`src/shared/dicp_pkg.sv`:
```
package dicp_pkg;

    // ----------------------------------------------------------------
    // clock and timing
    // ----------------------------------------------------------------
    localparam int unsigned CLK_PERIOD_NS = 50;
    // 18-bit conversion period: 3 samples per second
    localparam longint unsigned CONV_PERIOD_18_NS = 64'd333333333;
    localparam int unsigned CONV_CYC_18_DEF =
        int'(CONV_PERIOD_18_NS / CLK_PERIOD_NS);
    // host poll window of 320 ms, shorter than the 333 ms 18-bit conversion period
    localparam longint unsigned POLL_WINDOW_NS = 64'd320000000;
    localparam int unsigned POLL_WINDOW_CYC_DEF =
        int'(POLL_WINDOW_NS / CLK_PERIOD_NS);
    localparam logic [2:0] POLL_MAX = 3'h3;

    // ----------------------------------------------------------------
    // register pointers
    // ----------------------------------------------------------------
    localparam logic [7:0] PTR_ALERT_CFG = 8'h08;
    localparam logic [7:0] PTR_IDENT = 8'h20;
    localparam logic [7:0] PTR_PACE_CFG = 8'h30;
    localparam logic [7:0] PTR_PACE_STAT = 8'h31;

    // ----------------------------------------------------------------
    // field positions
    // ----------------------------------------------------------------
    localparam int ACFG_INT_CLR = 7;
    localparam int ACFG_POL = 2;
    localparam int ACFG_MODE = 1;
    localparam int ACFG_EN = 0;
    localparam logic [4:0] ACFG_WMASK = 5'h1F;
    localparam logic [4:0] ACFG_RST = 5'h00;
    localparam int PCFG_RUN = 2;
    localparam logic [2:0] PCFG_RST = 3'h0;
    localparam int PSTAT_OVER = 3;

    // ----------------------------------------------------------------
    // resolution codes, period dividers, compute share in percent
    // ----------------------------------------------------------------
    typedef enum logic [1:0] {
        DICP_RES_18 = 2'h0,
        DICP_RES_16 = 2'h1,
        DICP_RES_14 = 2'h2,
        DICP_RES_12 = 2'h3
    } dicp_res_t;
    localparam int unsigned DIV_16 = 5;
    localparam int unsigned DIV_14 = 20;
    localparam int unsigned DIV_12 = 80;
    localparam int unsigned PCT_18 = 5;
    localparam int unsigned PCT_16 = 20;
    localparam int unsigned PCT_14 = 80;
    localparam int unsigned PCT_12 = 100;

    typedef enum logic [1:0] {
        DICP_IDLE = 2'h0,
        DICP_DIGIT = 2'h1,
        DICP_CALC = 2'h3
    } dicp_state_t;

    typedef struct packed {
        logic [7:0] ptr;
        logic wr;
        logic rd;
        logic [15:0] wdata;
    } dicp_reg_req_t;

endpackage

```
`src/rtl/dicp_top.sv`:
```
`timescale 1ns/1ps
module dicp_top
    import dicp_pkg::*;
#(
    parameter int unsigned CONV_CYC_18 = CONV_CYC_18_DEF,
    parameter int unsigned POLL_WINDOW_CYC = POLL_WINDOW_CYC_DEF,
    parameter bit WIRE_FAULT_VARIANT = 1'b0,
    // identity values are arbitrary
    parameter logic [7:0] VARIANT_PLAIN = 8'hA5,
    parameter logic [7:0] VARIANT_WIRE_FAULT = 8'hA6,
    parameter logic [3:0] REV_MAJOR = 4'h2,
    parameter logic [3:0] REV_MINOR = 4'h3
)(
    // clock and reset
    input wire logic CLK_I,
    input wire logic SYS_RST_I,
    // register access from the serial interface logic
    input wire dicp_reg_req_t REG_REQ_I,
    output logic [15:0] REG_RDATA_O,
    // alert comparator result and alert line
    input wire logic ALERT_TRIP_I,
    output logic ALERT_O,
    // conversion pacing
    output logic SAMPLE_READY_O,
    output logic COMPUTE_BUSY_O,
    output logic POLL_OVER_O
);

    // ----------------------------------------------------------------
    // helpers
    // ----------------------------------------------------------------
    function automatic logic [23:0] period_of(input logic [1:0] res);
        int unsigned p;
        case (res)
            DICP_RES_16: p = CONV_CYC_18 / DIV_16;
            DICP_RES_14: p = CONV_CYC_18 / DIV_14;
            DICP_RES_12: p = CONV_CYC_18 / DIV_12;
            default: p = CONV_CYC_18;
        endcase
        if (p < 2)
            p = 2;
        return p[23:0];
    endfunction

    function automatic logic [23:0] calc_of(input logic [1:0] res);
        int unsigned p;
        int unsigned c;
        p = 32'(period_of(res));
        case (res)
            DICP_RES_16: c = p * PCT_16 / 100;
            DICP_RES_14: c = p * PCT_14 / 100;
            DICP_RES_12: c = p * PCT_12 / 100 - 1;
            default: c = p * PCT_18 / 100;
        endcase
        if (c < 1)
            c = 1;
        return c[23:0];
    endfunction

    localparam logic [15:0] IDENT_WORD = {
        (WIRE_FAULT_VARIANT ? VARIANT_WIRE_FAULT : VARIANT_PLAIN),
        REV_MAJOR, REV_MINOR};

    // ----------------------------------------------------------------
    // state
    // ----------------------------------------------------------------
    typedef struct packed {
        logic [15:0] rdata;
        logic [4:0] acfg;
        logic irq;
        logic trip_d;
        logic alert;
        logic [2:0] pcfg;
        dicp_state_t st;
        logic [23:0] cnt;
        logic ready;
        logic busy;
        logic [22:0] win;
        logic [2:0] polls;
        logic over;
    } dicp_st_t;

    dicp_st_t s_r;
    dicp_st_t s_nxt;
    logic wr_acfg;
    logic wr_pcfg;
    logic wr_pstat;
    logic act;

    assign wr_acfg = REG_REQ_I.wr && REG_REQ_I.ptr == PTR_ALERT_CFG;
    assign wr_pcfg = REG_REQ_I.wr && REG_REQ_I.ptr == PTR_PACE_CFG;
    assign wr_pstat = REG_REQ_I.wr && REG_REQ_I.ptr == PTR_PACE_STAT;

    always_comb
    begin
        s_nxt = s_r;
        s_nxt.ready = 1'b0;
        // ------------------------------------------------------------
        // register writes; the identification word has no write path
        // ------------------------------------------------------------
        if (wr_acfg)
            s_nxt.acfg = REG_REQ_I.wdata[4:0] & ACFG_WMASK;
        if (wr_pcfg)
            s_nxt.pcfg = REG_REQ_I.wdata[2:0];
        // ------------------------------------------------------------
        // alert: interrupt latch, set wins over clear
        // ------------------------------------------------------------
        s_nxt.trip_d = ALERT_TRIP_I;
        if (wr_acfg && REG_REQ_I.wdata[ACFG_INT_CLR])
            s_nxt.irq = 1'b0;
        if (ALERT_TRIP_I && !s_r.trip_d && s_r.acfg[ACFG_EN])
            s_nxt.irq = 1'b1;
        act = s_r.acfg[ACFG_MODE] ? s_r.irq : ALERT_TRIP_I;
        act = act && s_r.acfg[ACFG_EN];
        s_nxt.alert = s_r.acfg[ACFG_POL] ? act : !act;
        // ------------------------------------------------------------
        // conversion pacing: digitize then compute
        // ------------------------------------------------------------
        case (s_r.st)
            DICP_IDLE:
            begin
                if (s_r.pcfg[PCFG_RUN])
                begin
                    s_nxt.st = DICP_DIGIT;
                    s_nxt.cnt = period_of(s_r.pcfg[1:0])
                        - calc_of(s_r.pcfg[1:0]) - 24'h1;
                end
            end
            DICP_DIGIT:
            begin
                if (s_r.cnt == 24'h0)
                begin
                    s_nxt.st = DICP_CALC;
                    s_nxt.busy = 1'b1;
                    s_nxt.cnt = calc_of(s_r.pcfg[1:0]) - 24'h1;
                end
                else
                begin
                    s_nxt.cnt = s_r.cnt - 24'h1;
                end
            end
            DICP_CALC:
            begin
                if (s_r.cnt == 24'h0)
                begin
                    s_nxt.ready = 1'b1;
                    s_nxt.busy = 1'b0;
                    s_nxt.st = s_r.pcfg[PCFG_RUN] ? DICP_DIGIT : DICP_IDLE;
                    s_nxt.cnt = period_of(s_r.pcfg[1:0])
                        - calc_of(s_r.pcfg[1:0]) - 24'h1;
                end
                else
                begin
                    s_nxt.cnt = s_r.cnt - 24'h1;
                end
            end
            default:
            begin
                s_nxt.st = DICP_IDLE;
                s_nxt.busy = 1'b0;
            end
        endcase
        // ------------------------------------------------------------
        // poll monitor over one 320 ms window
        // ------------------------------------------------------------
        if (wr_pstat && REG_REQ_I.wdata[PSTAT_OVER])
            s_nxt.over = 1'b0;
        // a read in the last cycle belongs to the window that ends
        if (s_r.win == 23'(POLL_WINDOW_CYC - 1))
        begin
            s_nxt.win = 23'h0;
            s_nxt.polls = 3'h0;
        end
        else
        begin
            s_nxt.win = s_r.win + 23'h1;
            if (REG_REQ_I.rd && s_r.polls != 3'h7)
            begin
                s_nxt.polls = s_r.polls + 3'h1;
            end
        end
        if (REG_REQ_I.rd && s_r.polls >= POLL_MAX)
            s_nxt.over = 1'b1;
        // ------------------------------------------------------------
        // read data, one cycle after the strobe
        // ------------------------------------------------------------
        if (REG_REQ_I.rd)
        begin
            case (REG_REQ_I.ptr)
                PTR_IDENT: s_nxt.rdata = IDENT_WORD;
                PTR_ALERT_CFG: s_nxt.rdata = {11'h0, s_r.acfg};
                PTR_PACE_CFG: s_nxt.rdata = {13'h0, s_r.pcfg};
                PTR_PACE_STAT:
                    s_nxt.rdata = {12'h0, s_r.over, s_r.busy, s_r.st};
                default: s_nxt.rdata = 16'h0;
            endcase
        end
    end

    always_ff @(posedge CLK_I)
    begin
        if (SYS_RST_I)
        begin
            s_r <= '{rdata: 16'h0, acfg: ACFG_RST, irq: 1'b0,
                trip_d: 1'b0, alert: 1'b1, pcfg: PCFG_RST,
                st: DICP_IDLE, cnt: 24'h0, ready: 1'b0, busy: 1'b0,
                win: 23'h0, polls: 3'h0, over: 1'b0};
        end
        else
        begin
            s_r <= s_nxt;
        end
    end

    assign REG_RDATA_O = s_r.rdata;
    assign ALERT_O = s_r.alert;
    assign SAMPLE_READY_O = s_r.ready;
    assign COMPUTE_BUSY_O = s_r.busy;
    assign POLL_OVER_O = s_r.over;

    // ----------------------------------------------------------------
    // checks
    // ----------------------------------------------------------------
    property p_ident_read;
        @(posedge CLK_I) disable iff (SYS_RST_I)
        REG_REQ_I.rd && REG_REQ_I.ptr == PTR_IDENT
        |=> REG_RDATA_O == IDENT_WORD;
    endproperty
    a_ident_read: assert property (p_ident_read)
        else $error("identification word read back wrong");

    property p_ident_variant;
        @(posedge CLK_I) disable iff (SYS_RST_I)
        REG_REQ_I.rd && REG_REQ_I.ptr == PTR_IDENT
        |=> REG_RDATA_O[15:8] == (WIRE_FAULT_VARIANT ?
            VARIANT_WIRE_FAULT : VARIANT_PLAIN);
    endproperty
    a_ident_variant: assert property (p_ident_variant)
        else $error("variant code wrong");

    property p_ident_rev;
        @(posedge CLK_I) disable iff (SYS_RST_I)
        REG_REQ_I.rd && REG_REQ_I.ptr == PTR_IDENT
        |=> REG_RDATA_O[7:4] == REV_MAJOR && REG_RDATA_O[3:0] == REV_MINOR;
    endproperty
    a_ident_rev: assert property (p_ident_rev)
        else $error("revision nibbles wrong");

    property p_calc_after_digit;
        @(posedge CLK_I) disable iff (SYS_RST_I)
        s_r.st == DICP_DIGIT && s_r.cnt == 24'h0
        |=> s_r.st == DICP_CALC && COMPUTE_BUSY_O;
    endproperty
    a_calc_after_digit: assert property (p_calc_after_digit)
        else $error("computation phase did not follow digitization");

    property p_ready_ends_calc;
        @(posedge CLK_I) disable iff (SYS_RST_I)
        $rose(SAMPLE_READY_O) |-> $past(s_r.st) == DICP_CALC
            && !COMPUTE_BUSY_O;
    endproperty
    a_ready_ends_calc: assert property (p_ready_ends_calc)
        else $error("result ready without computation phase");

    property p_period_load;
        @(posedge CLK_I) disable iff (SYS_RST_I)
        s_r.st == DICP_CALC && s_r.cnt == 24'h0 && s_r.pcfg[PCFG_RUN]
        |=> s_r.cnt == period_of($past(s_r.pcfg[1:0]))
            - calc_of($past(s_r.pcfg[1:0])) - 24'h1;
    endproperty
    a_period_load: assert property (p_period_load)
        else $error("conversion period reload wrong");

    property p_int_clear;
        @(posedge CLK_I) disable iff (SYS_RST_I)
        wr_acfg && REG_REQ_I.wdata[ACFG_INT_CLR]
            && !(ALERT_TRIP_I && !s_r.trip_d)
        |=> !s_r.irq ##1 ALERT_O != s_r.acfg[ACFG_POL]
            || !s_r.acfg[ACFG_MODE];
    endproperty
    a_int_clear: assert property (p_int_clear)
        else $error("interrupt clear did not deassert alert");

    property p_clr_reads_zero;
        @(posedge CLK_I) disable iff (SYS_RST_I)
        REG_REQ_I.rd && REG_REQ_I.ptr == PTR_ALERT_CFG
        |=> REG_RDATA_O[ACFG_INT_CLR] == 1'b0;
    endproperty
    a_clr_reads_zero: assert property (p_clr_reads_zero)
        else $error("interrupt clear bit did not read zero");

endmodule // dicp_top

```
`config.mk`:
```
export PLATFORM = sky130hd
export DESIGN_NAME = dicp_top
export DESIGN_NICKNAME = d
export VERILOG_FILES = /design/src/shared/dicp_pkg.sv /design/src/rtl/dicp_top.sv
export SDC_FILE = /design/constraint.sdc
export NUM_CORES = 1
export LEC_CHECK = 0
export ABC_AREA = 1
export BUFFER_PORTS_ARGS = -buffer_cell sky130_fd_sc_hd__buf_4
export CAP_MARGIN = 30
export CORE_MARGIN = 3
export CORE_UTILIZATION = 30
export DETAILED_ROUTE_END_ITERATION = 7
export PLACE_DENSITY = 0.44
export SYNTH_ARGS = -nofsm -noshare
export SYNTH_HDL_FRONTEND = slang
export SYNTH_SLANG_ARGS = --single-unit
```
`constraint.sdc`:
```
create_clock -name CLK_I -period 6.7 [get_ports CLK_I]
set_input_delay 1.005 -clock CLK_I [delete_from_list [all_inputs] [get_ports CLK_I]]
set_output_delay 1.005 -clock CLK_I [all_outputs]
set_load 0.03 [all_outputs]
```
==> out/results.ini <==
[run_status]
status=finished, final reports clean

[floorplanning]
dieArea_mm2=0.0243
core_area_mm2=0.0220
die_width_um=156
die_h_um=156
rows=54
start_util_pct=30.7
io_pins=49

[critical_path]
endpoint_kind=flop
cpMaxStageDelayCell=dfxtp_2
worst_setup_path_start_kind=flop
cpPeakStageDelay_ns=0.35
required_ns=6.91
critPathKind=reg2reg
cpMostUsedCell=nand2_1
crit_fanout=7
cp.arrival_ns=6.17

[cells_and_area]
drive_above_1_share_pct=14.7
areaGrowthSynthToFinish_pct=11.4
fin_nets=1141
finalNonFillerCells=1361
diodes=0

[power_and_ir_drop]
p_comb_share_pct=9.6
p_int_mw=0.717
power.density_mw_per_mm2=130
swShare_pct=26.6
power_frac_clock_pct=45.7
power_switching_mw=0.260
power.leakage_nw=3.43
irDropWorstVdd_uv=91.8
p_seq_share_pct=44.7

[detailed_routing]
vias=6735
wl_per_cell_um=14.5
ant_nets=0
drc=0
totalWireLength_mm=19.7
first_pass_iters=4
via_per_inst=4.95
drt-initial-drc-count=401

[global_routing]
grt_pass1_wl_mm=33.3
grt_use_total_pct=16.6
overflow=0
grt_max_degree=28
grt_pass1_vias=6449
antenna_found_initial=0

[clock_network]
h-tree-depth=3
path_clk_slew_ns=0.07
cts_tree=built
cts_root_buffer=clkbuf_16
post_cts_buffers=0
cts_resized=0
worst_skew_pair.late_latency_ns=0.34
hold_buffers=0
cts_sinks=72
clockBufferDepth=2
cts_buffers=9

[placed_design]
preCtsSetupSlack_ns=0.590
port_buffers=32
globalplace.congestion=0.829
hpwl_mm=15.3
placedCellCount=1345

[synth]
synth-seq-cells=72
synth-edff-count=0
seq_area_frac_synth_pct=21.4
yosys_warnings=0
avgSynthCellArea_um2=6.41
synth_area_mm2=0.00674
synthArstFlopShare_pct=0
yosysUniqueCellTypes=57
syn_inst=1051
synth_ff_type=dfxtp_1

[timing]
rsz0062_at_grt=false
setup_viol=0
final.period_utilization_pct=88.9
fin_skew_ns=0.0110
tightest_slew_ns=0.786
maxClockFrequency_ghz=0.168
maxSlewHeadroom_pct=47.1
fin_crit_ns=5.96
fin_tns_setup_ns=0
fin_ws_ns=0.743
finalHoldViolCount=0
final-max-slew-violation-count=0

[flow_run]
max-cap-violations=0

[hold_path]
hp-class=reg2reg

==> final timing paths <==
| path | start | end | slack, ns | cells past startpoint |
|---|---|---|---|---|
| max | s_r[56] | s_r[40] | 0.74 | 52 |
| min reg2reg | s_r[4] | s_r[4] | 0.46 | 1 |
| max reg2reg | s_r[56] | s_r[40] | 0.74 | 52 |
| min | s_r[4] | s_r[4] | 0.46 | 1 |
==> cells in the mapped netlist, types with 8 or more instances <==
| master | instances | area share, % |
|---|---|---|
| xor2_1 | 11 | 1.4 |
| nor2_1 | 119 | 6.6 |
| nor4_1 | 10 | 0.93 |
| buf_4 | 24 | 2.7 |
| o21ai_0 | 63 | 4.7 |
| nand4_1 | 22 | 2.0 |
| a21oi_1 | 70 | 5.2 |
| nand3_2 | 16 | 2.4 |
| xnor2_1 | 10 | 1.3 |
| inv_1 | 133 | 7.4 |
| dfxtp_1 | 72 | 21 |
| nand2_2 | 14 | 1.3 |
| nand2_4 | 13 | 2.2 |
| clkbuf_1 | 12 | 0.67 |
| inv_2 | 11 | 0.61 |
| nand2_1 | 203 | 11 |
| ha_1 | 36 | 6.7 |
| nor3_1 | 20 | 1.5 |
| nand3_1 | 74 | 5.5 |
| a31oi_1 | 8 | 0.74 |
| nand3b_1 | 8 | 0.89 |
==> routing by layer <==
metal / wire (um) / share of wire, % / global-route usage (%)
met2: 8680 / 44 / 26.0
met3: 666 / 3.4 / 2.55
met1: 10000 / 51 / 23.9
met4: 329 / 1.7 / 4.12
met5: 0 / 0 / 0
==> sequential cells by signal (all words and copies together) (netlist names) <==
signal	count
POLL_OVER_O	1
ALERT_O	1
COMPUTE_BUSY_O	1
s_r	62
REG_RDATA_O	6
SAMPLE_READY_O	1
==> worst max-delay path: cells and delay by family (launching register included) <==
| kind | cells | cell delay, ns |
|---|---|---|
| adders and majority gates | 2 | 0.56 |
| DFF | 1 | 0.35 |
| AOI/OAI and AO/OA | 3 | 0.34 |
| and+or+nand+nor | 42 | 4.02 |
| buffers and inverters | 5 | 0.51 |
==> logic make-up (layout without fill, tap and decap cells) <==
logic type                 count (synthesis)  after routing  synth area share (%)
buffers and inverters                    189            214                  12.2
xor gates and xnor gates                  21             21                  2.73
and+or+nand+nor                          532            532                  39.2
adders and majority gates                 36             36                  6.68
AOI/OAI and AO/OA                        200            200                  17.7
DFF                                       72             72                  21.4
other                                      1              6                0.0556
==> power groups by stage <==
stage / clock network, mW / logic, mW / registers [mW]
finish: 0.446 / 0.0939 / 0.437
global route: 0.479 / 0.106 / 0.437
CTS: 0.461 / 0.0946 / 0.437
detailed placement: 0 / 0.0944 / 0.446
global placement: 0 / 0.0945 / 0.447
floorplan: 0 / 0.0695 / 0.446
==> final cells by class <==
class                      instances  area (um^2)
fill                            2421        14400
multi-input combinational        795         4510
sequential                        72         1440
inverter                         147          557
timing repair buffer              51          383
tap                              280          350
clock buffer                      10          229
clock inverter                     6         42.5
==> per-stage QoR <==
| step | util, % | total power [mW] | hold slack, ns | area (um^2) |
|---|---|---|---|---|
| 3_5_place_dp | 32.9 | 0.541 | 0.449 | 7230 |
| 5_1_grt | 34.2 | 1.02 | 0.500 | 7510 |
| 2_1_floorplan | - | 0.516 | 0.418 | 6760 |
| 4_1_cts | 34.1 | 0.993 | 0.463 | 7500 |
| 6_report | 34.2 | 0.977 | 0.459 | 7510 |
| 3_3_place_gp | 32.9 | 0.541 | 0.438 | 7230 |
==> placed cells by master (no fill, tap or decap), drive strengths merged, types with 5 or more instances in the layout <==
master,count
nor3,20
a221oi,7
conb,6
inv,146
o211ai,7
xor2,11
a21oi,75
ha,36
clkinv,5
nand3b,9
clkbuf,10
nand3,94
nor2,134
nor4,10
nand2,230
dfxtp,72
xnor2,10
or2,6
o21ai,68
buf,51
nand4,22
a31oi,8
(Power assumes the default switching activity.)
